File: config.mk
export PLATFORM = sky130hd
export DESIGN_NAME = dffs_top
export DESIGN_NICKNAME = d
export VERILOG_FILES = /design/src/design/dffs_pkg.sv /design/src/design/dffs_top.sv /design/src/design/dffs_flag_sync.sv /design/src/design/dffs_fifo.sv
export SDC_FILE = /design/constraint.sdc
export NUM_CORES = 2
export LEC_CHECK = 0
export BUFFER_PORTS_ARGS = -buffer_cell sky130_fd_sc_hd__clkbuf_2
export CAP_MARGIN = 20
export CORE_ASPECT_RATIO = 1.2
export CORE_MARGIN = 2
export CORE_UTILIZATION = 60
export CTS_BUF_LIST = sky130_fd_sc_hd__clkbuf_4 sky130_fd_sc_hd__clkbuf_8 sky130_fd_sc_hd__clkbuf_16
export CTS_CLUSTER_SIZE = 25
export DETAILED_ROUTE_END_ITERATION = 8
export PLACE_DENSITY = 0.81
export SLEW_MARGIN = 20
export SYNTH_ARGS = -nofsm -noshare
export SYNTH_HDL_FRONTEND = slang
export SYNTH_SLANG_ARGS = --single-unit
File: constraint.sdc
create_clock -name sys_clk_in -period 46.4 [get_ports sys_clk_in]
set_clock_uncertainty 0.2 [all_clocks]
set_input_delay 13.92 -clock sys_clk_in [delete_from_list [all_inputs] [get_ports sys_clk_in]]
set_output_delay 13.92 -clock sys_clk_in [all_outputs]
set_load 0.02 [all_outputs]
File: src/design/dffs_pkg.sv
package dffs_pkg;

  // System clock and flag skew minimums
  localparam int DFFS_CLK_PERIOD_NS = 100;
  localparam int DFFS_SKEW_FIRST_NS = 8;
  localparam int DFFS_SKEW_SECOND_NS = 9;

  // Least times round up to whole cycles, never below one
  function automatic int dffs_min_cycles(input int ns);
    int c;
    c = (ns + DFFS_CLK_PERIOD_NS - 1) / DFFS_CLK_PERIOD_NS;
    return (c < 1) ? 1 : c;
  endfunction

  localparam int DFFS_SKEW_FIRST_CYC = dffs_min_cycles(DFFS_SKEW_FIRST_NS);
  localparam int DFFS_SKEW_SECOND_CYC = dffs_min_cycles(DFFS_SKEW_SECOND_NS);

  // Queue geometry and almost thresholds
  localparam int DFFS_WORD_W = 36;
  localparam int DFFS_DEPTH = 32;
  localparam int DFFS_LEVEL_W = $clog2(DFFS_DEPTH + 1);
  localparam logic [DFFS_LEVEL_W-1:0] DFFS_EMPTY_LVL = 6'h00;
  localparam logic [DFFS_LEVEL_W-1:0] DFFS_FULL_LVL = 6'h20;
  localparam logic [DFFS_LEVEL_W-1:0] DFFS_AE_LVL = 6'h08;
  localparam logic [DFFS_LEVEL_W-1:0] DFFS_AF_LVL = 6'h18;

  // Right-port bus sizing, code is {size_sel_hi, size_sel_lo}
  localparam logic [1:0] DFFS_SIZE_LONG = 2'h0;
  localparam logic [1:0] DFFS_SIZE_WORD = 2'h1;
  localparam logic [1:0] DFFS_SIZE_BYTE = 2'h2;
  localparam logic [1:0] DFFS_SIZE_MAIL = 2'h3;
  localparam logic [5:0] DFFS_LONG_W = 6'h24;
  localparam logic [5:0] DFFS_HALF_W = 6'h12;
  localparam logic [5:0] DFFS_BYTE_W = 6'h09;
  localparam logic [2:0] DFFS_LONG_PIECES = 3'h1;
  localparam logic [2:0] DFFS_HALF_PIECES = 3'h2;
  localparam logic [2:0] DFFS_BYTE_PIECES = 3'h4;

  // Reset values of the flag synchronisers
  localparam logic DFFS_RST_FLAG_IDLE_N = 1'h1;
  localparam logic DFFS_RST_FLAG_ACTIVE_N = 1'h0;

endpackage

File: src/design/dffs_top.sv
`timescale 1ns/1ns
`default_nettype none
// How it works
// - Left full flag releases on next left edge if first skew met, else one later.
// - Right full flag releases on next right edge if first skew met, else one later.
// - Right almost-empty goes high next right edge if second skew met, else later.
// - Left almost-empty goes high next left edge if second skew met, else later.
// - Left almost-full goes high next left edge if second skew met, else later.
// - Right almost-full goes high next right edge if second skew met, else later.
// - Narrow right port: full flag asserts only on the last piece written.
// - Narrow right port: almost-empty asserts on first piece read of a word.
// - Narrow right port: almost-full asserts on the last piece written.
// - Narrow right port: left full skew counts from the first piece read.
// - Narrow right port: left almost-empty skew counts from last piece written.
// - Narrow right port: left almost-full skew counts from the first piece read.
// - Forward write is left select, write, no mailbox; read likewise on right.
// - Reverse write is right select, write, no mailbox; read likewise on left.
// - Narrow right port: empty flag asserts on the last piece read out.
module dffs_top
  import dffs_pkg::*;
#(
  parameter int WIDTH = DFFS_WORD_W,
  parameter int DEPTH = DFFS_DEPTH
) (
  input wire logic sys_clk_in,
  input wire logic sys_rst_in,
  input wire logic left_port_clock_in,
  input wire logic left_chip_select_n_in,
  input wire logic left_write_not_read_in,
  input wire logic left_mailbox_select_in,
  input wire logic left_transfer_enable_in,
  input wire logic [DFFS_WORD_W-1:0] left_data_in,
  output logic [DFFS_WORD_W-1:0] left_data_out,
  output logic left_full_n_out,
  output logic left_almost_full_n_out,
  output logic left_empty_n_out,
  output logic left_almost_empty_n_out,
  input wire logic right_port_clock_in,
  input wire logic right_chip_select_n_in,
  input wire logic right_write_not_read_in,
  input wire logic right_mailbox_select_in,
  input wire logic right_transfer_enable_in,
  input wire logic right_size_sel_lo_in,
  input wire logic right_size_sel_hi_in,
  input wire logic [DFFS_WORD_W-1:0] right_data_in,
  output logic [DFFS_WORD_W-1:0] right_data_out,
  output logic right_full_n_out,
  output logic right_almost_full_n_out,
  output logic right_empty_n_out,
  output logic right_almost_empty_n_out
);

  localparam int LPW = DFFS_WORD_W + 5;
  localparam int RPW = DFFS_WORD_W + 7;
  localparam int LW = DFFS_LEVEL_W;

  function automatic logic [2:0] piece_count(input logic [1:0] size);
    unique case (size)
      DFFS_SIZE_WORD: return DFFS_HALF_PIECES;
      DFFS_SIZE_BYTE: return DFFS_BYTE_PIECES;
      default: return DFFS_LONG_PIECES;
    endcase
  endfunction

  function automatic logic [5:0] piece_width(input logic [1:0] size);
    unique case (size)
      DFFS_SIZE_WORD: return DFFS_HALF_W;
      DFFS_SIZE_BYTE: return DFFS_BYTE_W;
      default: return DFFS_LONG_W;
    endcase
  endfunction

  function automatic logic [DFFS_WORD_W-1:0] piece_mask(input logic [1:0] size);
    return ~({DFFS_WORD_W{1'b1}} << piece_width(size));
  endfunction

  // Pins are asynchronous to sys_clk_in; all go through the same two stages so
  // control and data stay aligned with the port clock's sampled edge.
  logic [LPW-1:0] left_meta_q;
  logic [LPW-1:0] left_sync_q;
  logic left_clk_prev_q;
  logic [RPW-1:0] right_meta_q;
  logic [RPW-1:0] right_sync_q;
  logic right_clk_prev_q;

  wire [LPW-1:0] left_pins = {left_port_clock_in, left_chip_select_n_in,
    left_write_not_read_in, left_mailbox_select_in, left_transfer_enable_in, left_data_in};
  wire [RPW-1:0] right_pins = {right_port_clock_in, right_chip_select_n_in,
    right_write_not_read_in, right_mailbox_select_in, right_transfer_enable_in,
    right_size_sel_hi_in, right_size_sel_lo_in, right_data_in};

  always_ff @(posedge sys_clk_in or posedge sys_rst_in) begin
    if (sys_rst_in) begin
      left_meta_q <= '0;
      left_sync_q <= '0;
      left_clk_prev_q <= 1'h0;
      right_meta_q <= '0;
      right_sync_q <= '0;
      right_clk_prev_q <= 1'h0;
    end else begin
      left_meta_q <= left_pins;
      left_sync_q <= left_meta_q;
      left_clk_prev_q <= left_sync_q[LPW-1];
      right_meta_q <= right_pins;
      right_sync_q <= right_meta_q;
      right_clk_prev_q <= right_sync_q[RPW-1];
    end
  end

  // Left port decode
  wire left_edge = left_sync_q[LPW-1] && !left_clk_prev_q;
  wire left_cs_n = left_sync_q[LPW-2];
  wire left_wnr = left_sync_q[LPW-3];
  wire left_mb = left_sync_q[LPW-4];
  wire left_en = left_sync_q[LPW-5];
  wire [DFFS_WORD_W-1:0] left_din = left_sync_q[DFFS_WORD_W-1:0];
  wire left_queue_sel = left_edge && !left_cs_n && !left_mb && left_en;
  wire fwd_push_req = left_queue_sel && left_wnr;
  wire rev_pop_req = left_queue_sel && !left_wnr;

  // Right port decode
  wire right_edge = right_sync_q[RPW-1] && !right_clk_prev_q;
  wire right_cs_n = right_sync_q[RPW-2];
  wire right_wnr = right_sync_q[RPW-3];
  wire right_mb = right_sync_q[RPW-4];
  wire right_en = right_sync_q[RPW-5];
  wire [1:0] right_size = right_sync_q[RPW-6:RPW-7];
  wire [DFFS_WORD_W-1:0] right_din = right_sync_q[DFFS_WORD_W-1:0];
  // Both size selects high address the mailbox, which this block leaves alone
  wire right_queue_sel = right_edge && !right_cs_n && !right_mb && right_en
    && (right_size != DFFS_SIZE_MAIL);
  wire right_wr = right_queue_sel && right_wnr;
  wire right_rd = right_queue_sel && !right_wnr;
  wire [2:0] right_pieces = piece_count(right_size);
  wire [5:0] right_pw = piece_width(right_size);
  wire [DFFS_WORD_W-1:0] right_mask = piece_mask(right_size);

  // Queue wiring
  logic fwd_in_ready;
  logic fwd_out_valid;
  logic [DFFS_WORD_W-1:0] fwd_out_data;
  logic [LW-1:0] fwd_level_next;
  logic rev_in_ready;
  logic rev_out_valid;
  logic [DFFS_WORD_W-1:0] rev_out_data;
  logic [LW-1:0] rev_level_next;

  // Right-port write assembly into the reverse queue
  logic [1:0] wr_idx_q;
  logic [DFFS_WORD_W-1:0] wr_buf_q;
  wire [5:0] wr_shift = 6'(wr_idx_q) * right_pw;
  wire [DFFS_WORD_W-1:0] wr_buf_d = wr_buf_q | ((right_din & right_mask) << wr_shift);
  wire wr_last = (3'(wr_idx_q) + 3'h1) == right_pieces;
  // Only the piece that completes a long word touches the queue
  wire rev_push_req = right_wr && wr_last;
  // A refused last piece is kept pending so the writer may retry it
  wire wr_step = right_wr && (!wr_last || rev_in_ready);

  // Right-port read split from the forward queue
  logic [2:0] rd_left_q;
  logic [1:0] rd_idx_q;
  logic [DFFS_WORD_W-1:0] rd_word_q;
  wire rd_first = rd_left_q == 3'h0;
  // The queue entry leaves on the first piece; the rest are served from rd_word_q
  wire fwd_pop_req = right_rd && rd_first;
  wire fwd_pop = fwd_pop_req && fwd_out_valid;
  wire rd_more = right_rd && !rd_first;
  wire [5:0] rd_shift = 6'(rd_idx_q) * right_pw;
  wire [2:0] rd_left_d = fwd_pop ? (right_pieces - 3'h1) :
    (rd_more ? (rd_left_q - 3'h1) : rd_left_q);
  wire [DFFS_WORD_W-1:0] rd_piece = (rd_word_q >> rd_shift) & right_mask;

  dffs_fifo #(
    .WIDTH(WIDTH),
    .DEPTH(DEPTH),
    .LW(LW)
  ) u_forward_queue (
    .sys_clk_in(sys_clk_in),
    .sys_rst_in(sys_rst_in),
    .in_valid_in(fwd_push_req),
    .in_ready_out(fwd_in_ready),
    .in_data_in(left_din),
    .out_valid_out(fwd_out_valid),
    .out_ready_in(fwd_pop_req),
    .out_data_out(fwd_out_data),
    .level_out(),
    .level_next_out(fwd_level_next)
  );

  dffs_fifo #(
    .WIDTH(WIDTH),
    .DEPTH(DEPTH),
    .LW(LW)
  ) u_reverse_queue (
    .sys_clk_in(sys_clk_in),
    .sys_rst_in(sys_rst_in),
    .in_valid_in(rev_push_req),
    .in_ready_out(rev_in_ready),
    .in_data_in(wr_buf_d),
    .out_valid_out(rev_out_valid),
    .out_ready_in(rev_pop_req),
    .out_data_out(rev_out_data),
    .level_out(),
    .level_next_out(rev_level_next)
  );

  always_ff @(posedge sys_clk_in or posedge sys_rst_in) begin
    if (sys_rst_in) begin
      wr_idx_q <= 2'h0;
      wr_buf_q <= '0;
    end else if (wr_step) begin
      wr_idx_q <= wr_last ? 2'h0 : wr_idx_q + 2'h1;
      wr_buf_q <= wr_last ? '0 : wr_buf_d;
    end
  end

  always_ff @(posedge sys_clk_in or posedge sys_rst_in) begin
    if (sys_rst_in) begin
      rd_left_q <= 3'h0;
      rd_idx_q <= 2'h0;
      rd_word_q <= '0;
      right_data_out <= '0;
    end else if (fwd_pop) begin
      rd_left_q <= rd_left_d;
      rd_idx_q <= 2'h1;
      rd_word_q <= fwd_out_data;
      right_data_out <= fwd_out_data & right_mask;
    end else if (rd_more) begin
      rd_left_q <= rd_left_d;
      rd_idx_q <= rd_idx_q + 2'h1;
      right_data_out <= rd_piece;
    end
  end

  always_ff @(posedge sys_clk_in or posedge sys_rst_in) begin
    if (sys_rst_in) begin
      left_data_out <= '0;
    end else if (rev_pop_req && rev_out_valid) begin
      left_data_out <= rev_out_data;
    end
  end

  // Flag conditions use the level after this cycle's own access, so a port's
  // own access moves its flag at that very edge; the far side's moves wait skew.
  wire fwd_full = fwd_level_next == DFFS_FULL_LVL;
  wire fwd_af = fwd_level_next >= DFFS_AF_LVL;
  wire fwd_empty = (fwd_level_next == DFFS_EMPTY_LVL) && (rd_left_d == 3'h0);
  // Almost-empty follows the queue level alone, so it asserts on the first piece read
  wire fwd_ae = fwd_level_next <= DFFS_AE_LVL;
  wire rev_full = rev_level_next == DFFS_FULL_LVL;
  wire rev_af = rev_level_next >= DFFS_AF_LVL;
  wire rev_empty = rev_level_next == DFFS_EMPTY_LVL;
  wire rev_ae = rev_level_next <= DFFS_AE_LVL;

  dffs_flag_sync #(.SKEW_CYC(DFFS_SKEW_FIRST_CYC), .RESET_FLAG_N(DFFS_RST_FLAG_IDLE_N))
  u_left_full (
    .sys_clk_in(sys_clk_in),
    .sys_rst_in(sys_rst_in),
    .obs_edge_in(left_edge),
    .cond_in(fwd_full),
    .flag_n_out(left_full_n_out)
  );

  dffs_flag_sync #(.SKEW_CYC(DFFS_SKEW_SECOND_CYC), .RESET_FLAG_N(DFFS_RST_FLAG_IDLE_N))
  u_left_almost_full (
    .sys_clk_in(sys_clk_in),
    .sys_rst_in(sys_rst_in),
    .obs_edge_in(left_edge),
    .cond_in(fwd_af),
    .flag_n_out(left_almost_full_n_out)
  );

  dffs_flag_sync #(.SKEW_CYC(DFFS_SKEW_FIRST_CYC), .RESET_FLAG_N(DFFS_RST_FLAG_ACTIVE_N))
  u_left_empty (
    .sys_clk_in(sys_clk_in),
    .sys_rst_in(sys_rst_in),
    .obs_edge_in(left_edge),
    .cond_in(rev_empty),
    .flag_n_out(left_empty_n_out)
  );

  dffs_flag_sync #(.SKEW_CYC(DFFS_SKEW_SECOND_CYC), .RESET_FLAG_N(DFFS_RST_FLAG_ACTIVE_N))
  u_left_almost_empty (
    .sys_clk_in(sys_clk_in),
    .sys_rst_in(sys_rst_in),
    .obs_edge_in(left_edge),
    .cond_in(rev_ae),
    .flag_n_out(left_almost_empty_n_out)
  );

  dffs_flag_sync #(.SKEW_CYC(DFFS_SKEW_FIRST_CYC), .RESET_FLAG_N(DFFS_RST_FLAG_IDLE_N))
  u_right_full (
    .sys_clk_in(sys_clk_in),
    .sys_rst_in(sys_rst_in),
    .obs_edge_in(right_edge),
    .cond_in(rev_full),
    .flag_n_out(right_full_n_out)
  );

  dffs_flag_sync #(.SKEW_CYC(DFFS_SKEW_SECOND_CYC), .RESET_FLAG_N(DFFS_RST_FLAG_IDLE_N))
  u_right_almost_full (
    .sys_clk_in(sys_clk_in),
    .sys_rst_in(sys_rst_in),
    .obs_edge_in(right_edge),
    .cond_in(rev_af),
    .flag_n_out(right_almost_full_n_out)
  );

  dffs_flag_sync #(.SKEW_CYC(DFFS_SKEW_FIRST_CYC), .RESET_FLAG_N(DFFS_RST_FLAG_ACTIVE_N))
  u_right_empty (
    .sys_clk_in(sys_clk_in),
    .sys_rst_in(sys_rst_in),
    .obs_edge_in(right_edge),
    .cond_in(fwd_empty),
    .flag_n_out(right_empty_n_out)
  );

  dffs_flag_sync #(.SKEW_CYC(DFFS_SKEW_SECOND_CYC), .RESET_FLAG_N(DFFS_RST_FLAG_ACTIVE_N))
  u_right_almost_empty (
    .sys_clk_in(sys_clk_in),
    .sys_rst_in(sys_rst_in),
    .obs_edge_in(right_edge),
    .cond_in(fwd_ae),
    .flag_n_out(right_almost_empty_n_out)
  );

endmodule // dffs_top
`default_nettype wire

File: src/design/dffs_flag_sync.sv
`timescale 1ns/1ns
`default_nettype none
module dffs_flag_sync
  import dffs_pkg::*;
#(
  parameter int SKEW_CYC = 1,
  parameter logic RESET_FLAG_N = 1'h1
) (
  input wire logic sys_clk_in,
  input wire logic sys_rst_in,
  input wire logic obs_edge_in,
  input wire logic cond_in,
  output logic flag_n_out
);

  logic cond_q;
  logic [7:0] age_q;
  logic stage_n_q;
  logic flag_n_q;

  wire changed = cond_in != cond_q;
  // Change old enough to meet the skew minimum at this observer edge
  wire aged = !changed && (age_q >= SKEW_CYC[7:0]);
  wire [7:0] age_d = changed ? 8'h01 : ((age_q == 8'hff) ? age_q : age_q + 8'h01);

  always_ff @(posedge sys_clk_in or posedge sys_rst_in) begin
    if (sys_rst_in) begin
      cond_q <= ~RESET_FLAG_N;
      age_q <= 8'hff;
      stage_n_q <= RESET_FLAG_N;
      flag_n_q <= RESET_FLAG_N;
    end else begin
      cond_q <= cond_in;
      age_q <= age_d;
      if (obs_edge_in) begin
        stage_n_q <= ~cond_in;
        if (cond_in) begin
          flag_n_q <= 1'h0;
        end else if (aged) begin
          flag_n_q <= 1'h1;
        end else begin
          // Skew missed: release waits for the second stage
          flag_n_q <= stage_n_q;
        end
      end
    end
  end

  assign flag_n_out = flag_n_q;

endmodule // dffs_flag_sync
`default_nettype wire

File: src/design/dffs_fifo.sv
`timescale 1ns/1ns
`default_nettype none
module dffs_fifo
  import dffs_pkg::*;
#(
  parameter int WIDTH = DFFS_WORD_W,
  parameter int DEPTH = DFFS_DEPTH,
  parameter int LW = $clog2(DEPTH + 1)
) (
  input wire logic sys_clk_in,
  input wire logic sys_rst_in,
  input wire logic in_valid_in,
  output logic in_ready_out,
  input wire logic [WIDTH-1:0] in_data_in,
  output logic out_valid_out,
  input wire logic out_ready_in,
  output logic [WIDTH-1:0] out_data_out,
  output logic [LW-1:0] level_out,
  output logic [LW-1:0] level_next_out
);

  localparam int AW = (DEPTH > 1) ? $clog2(DEPTH) : 1;
  localparam logic [AW-1:0] LAST_PTR = AW'(DEPTH - 1);

  logic [WIDTH-1:0] mem_q [DEPTH];
  logic [AW-1:0] wr_ptr_q;
  logic [AW-1:0] rd_ptr_q;
  logic [LW-1:0] level_q;

  wire push = in_valid_in && in_ready_out;
  wire pop = out_valid_out && out_ready_in;

  assign in_ready_out = level_q != LW'(DEPTH);
  assign out_valid_out = level_q != '0;
  assign out_data_out = mem_q[rd_ptr_q];
  assign level_out = level_q;
  assign level_next_out = level_q + LW'(push) - LW'(pop);

  always_ff @(posedge sys_clk_in) begin
    if (push) begin
      mem_q[wr_ptr_q] <= in_data_in;
    end
  end

  always_ff @(posedge sys_clk_in or posedge sys_rst_in) begin
    if (sys_rst_in) begin
      wr_ptr_q <= '0;
      rd_ptr_q <= '0;
      level_q <= '0;
    end else begin
      level_q <= level_next_out;
      if (push) begin
        wr_ptr_q <= (wr_ptr_q == LAST_PTR) ? '0 : wr_ptr_q + AW'(1);
      end
      if (pop) begin
        rd_ptr_q <= (rd_ptr_q == LAST_PTR) ? '0 : rd_ptr_q + AW'(1);
      end
    end
  end

endmodule // dffs_fifo
`default_nettype wire

==> results.md <==
* Gpl congestion at 0.924
* Synth warn at 0
* Final worst slack at 30.70 ns
* Simple-gate share of the synthesized area at 3.51%
* Ys flop type: edfxtp_1
* Register area share after synthesis at 74.1%
* Largest family of logic cells by synthesized area: multiplexers
* Iter 0 DRT Violations at 8,814
* CTS tree: done
* CP peak stage delay at 0.38 ns
* Num rows at 170
* Via count at 59.2k
* F_max at approximately 0.064 GHz
* GR Overflow Total at 0
* Lkg Pwr at 40.4 nW
* PortBufs at 165
* Place WS at 29.94 ns
* Drt first pass iters at 7
* Initial antenna violation count at 17
* Die height at 470 um
* Post-DRT Antenna Nets at 0
* P per Cell Area at 52.4 nW/um2
* Area leader, netlist: edfxtp_1
* Switching share of power at 28.0%
* Drt wl/cell at 35.6 um
* Synth Instances at 5,514
* Seq pwr share at between 40 and 50%
* Bufs on Longest Clock Path at 3
* Dpl cells at 7,937
* FFs w/ async S/R, synth at 16.1%
* Largest net degree at the start of global routing at 138
* Multiplexer share of the synthesized area at 16.1%
* Buf/Inv on CP at 1
* CTS resizes at 0
* Root Buffer: clkbuf_16
* CTS clk-pin slew, worst paths at approximately 0.070 ns
* Fin. max-slew vios at 0
* Global Route Usage Sum at 32.9%
* CORE AREA at 179,000 um2
* RSZ-0062 raised after global routing: no
* Top-area cell type share of the netlist area at 63.8%
* DP HPWL at 159,000 um
* Crit path max fanout at 2
* Tightest Pin Transition at 1.22 ns
* Critical path type: reg -> out
* Final wirelength at 299,000 um
* DRC viols at 0
* Crit path time final at 15.70 ns
* Internal power at 0.00458 W
* Hold_buf cts at 0
* CP max stage cell: dfrtp_1
* Critical Path Start Type: flip-flop
* FF+latch area at 80,300 um2
* Final Hold Violating Endpoints at 0
* EDFF count, synth at 2,304
* Synth cell types at around 90
* # Max-Cap Violations at 0
* Layout fillers at 10.7k
* DP Area at around 110,000 um2
* Worst-Skew Late Latency at 0.93 ns
* Clk pwr share at between 30% and 40%
* Synth area leaders: edfxtp_1 (64%), mux4_2 (14%), dfrtp_1 (8.4%)
* HP Class: reg -> reg
* P&R area growth vs syn at 12.0%
* Worst vdd ir at between 40 and 50 uV
* Commonest non-fill, non-tap cell in the layout: edfxtp_1
* Most frequent cells in the layout: edfxtp_1 (2,304), mux4_2 (670), dfrtp_1 (356)
* Total CTS buffers at 241
* Die ar. at ~180,000 um2
* Post-Synth Adder-Cell Area at 0.882%
* Clk sink count at 2,745
* Synth Area in Compound Gates at 3.63%
* Die Span X at 392 um
* Status: complete, no violations
* Setup_tns at 0 ns
* Final instance area at 121,000 um2
* Net count, final at 5,934
* Comb power frac at 19.3%
* Final worst-path cycle share at 33.8%
* First-pass GRT wire length at about 430,000 um
* Critical path arrival at between 1.5 and 2 ns
* Worst Path Required at 32.28 ns
* Multi-input logic area at ~27,000 um2
* Final cell count without fillers at 8,410
* Initial Utilization at 60.5%
* Mapped Area at about 110,000 um2
* CP cell instances: clkbuf_2
* Setup violators final at 0
* H-tree Lvls at 4
* Vias per cell at 7.04
* Share of cells above drive strength 1 at 27.9%
* Xor and xnor area share after synthesis at 0.482%
* P_sw at 0.00178 W
* Crit end category: output pin
* Syn_nets at 5,674
* Syn Area/Cell at 19.7 um2
* Worst slew margin at 16.3%
* Post-CTS Setup Bufs at 0
* #FFs+latches synth at 2,745
* Vias in the first global route at 59.6k
* Num ports at approximately 170
* CP top delay family: flip-flops
==> power by group through the flow <==
stage	Combinational, W	Sequential, W	Clock [W]
2_1_floorplan	0.000838	0.00303	0
3_3_place_gp	0.00115	0.00305	0
3_5_place_dp	0.00118	0.00306	0
4_1_cts	0.00121	0.00301	0.00214
5_1_grt	0.00131	0.00302	0.00222
6_report	0.00123	0.00301	0.00213
==> kinds of logic (layout without fill, tap and decap cells) <==
family	Yosys count	count (layout)
DFF	2745	2745
muxes	898	898
and+or+nand+nor	797	797
AOI/OAI and AO/OA	588	588
buffers and inverters	354	832
adders and majority gates	74	74
xor gates and xnor gates	58	58
other	0	10
==> worst paths after layout <==
| kind | from | to | slack, ns | cells past startpoint |
|---|---|---|---|---|
| worst max-delay path | right_data_out[35] | right_data_out[35] | 30.70 | 1 |
| worst min register to register | right_meta_q[15] | right_sync_q[15] | 0.11 | 0 |
| min in group asynchronous | sys_rst_in | right_sync_q[39] | 12.94 | 2 |
| worst min-delay path | right_meta_q[15] | right_sync_q[15] | 0.11 | 0 |
| max in group asynchronous | sys_rst_in | right_meta_q[13] | 30.91 | 4 |
| worst max register to register | u_forward_queue.rd_ptr_q[1] | right_data_out[15] | 40.34 | 10 |
==> cell type report <==
class	instances	area share, %
Timing Repair Buffer	302	1.57
Multi-Input combinational cell	2415	22.5
Tap cell	2408	2.48
Clock inverter	148	1.41
Inverter	69	0.223
Sequential cell	2745	66.2
Clock buffer	313	5.63
Antenna cell	10	0.0206
==> layer usage <==
metal	vias to the layer above	part of all wire [%]	GRT usage, %
li1	22958	-	-
met1	30388	33	41.7
met2	4693	49	52.8
met3	1115	12	8.79
met4	24	6.1	16.8
met5	-	0.060	0
==> Yosys cell counts, drive strengths merged (70+ instances only) <==
cell,n
nor2,243
mux2i,187
o21ai,127
nand3,76
buf,132
mux4,670
dfstp,76
a21oi,123
dfrtp,365
clkbuf,153
edfxtp,2304
ha,70
nand2,238
==> through the flow <==
stage | hold slack (ns) | utilization, % | power (W)
final | 0.107 | 67.8 | 0.00636
after global placement | 0.131 | 62.9 | 0.00420
after CTS | 0.108 | 67.7 | 0.00636
after global routing | 0.115 | 67.8 | 0.00656
after floorplan | 0.131 | - | 0.00387
after detailed placement | 0.135 | 62.9 | 0.00424
==> registers in the layout, indices dropped and copies added (netlist names), 41 cells and up <==
register               count
left_meta_q               41
left_sync_q               41
right_meta_q              43
right_sync_q              43
u_forward_queue.mem_q   1152
u_reverse_queue.mem_q   1152
Note: power is estimated with default switching activity, not from simulation.
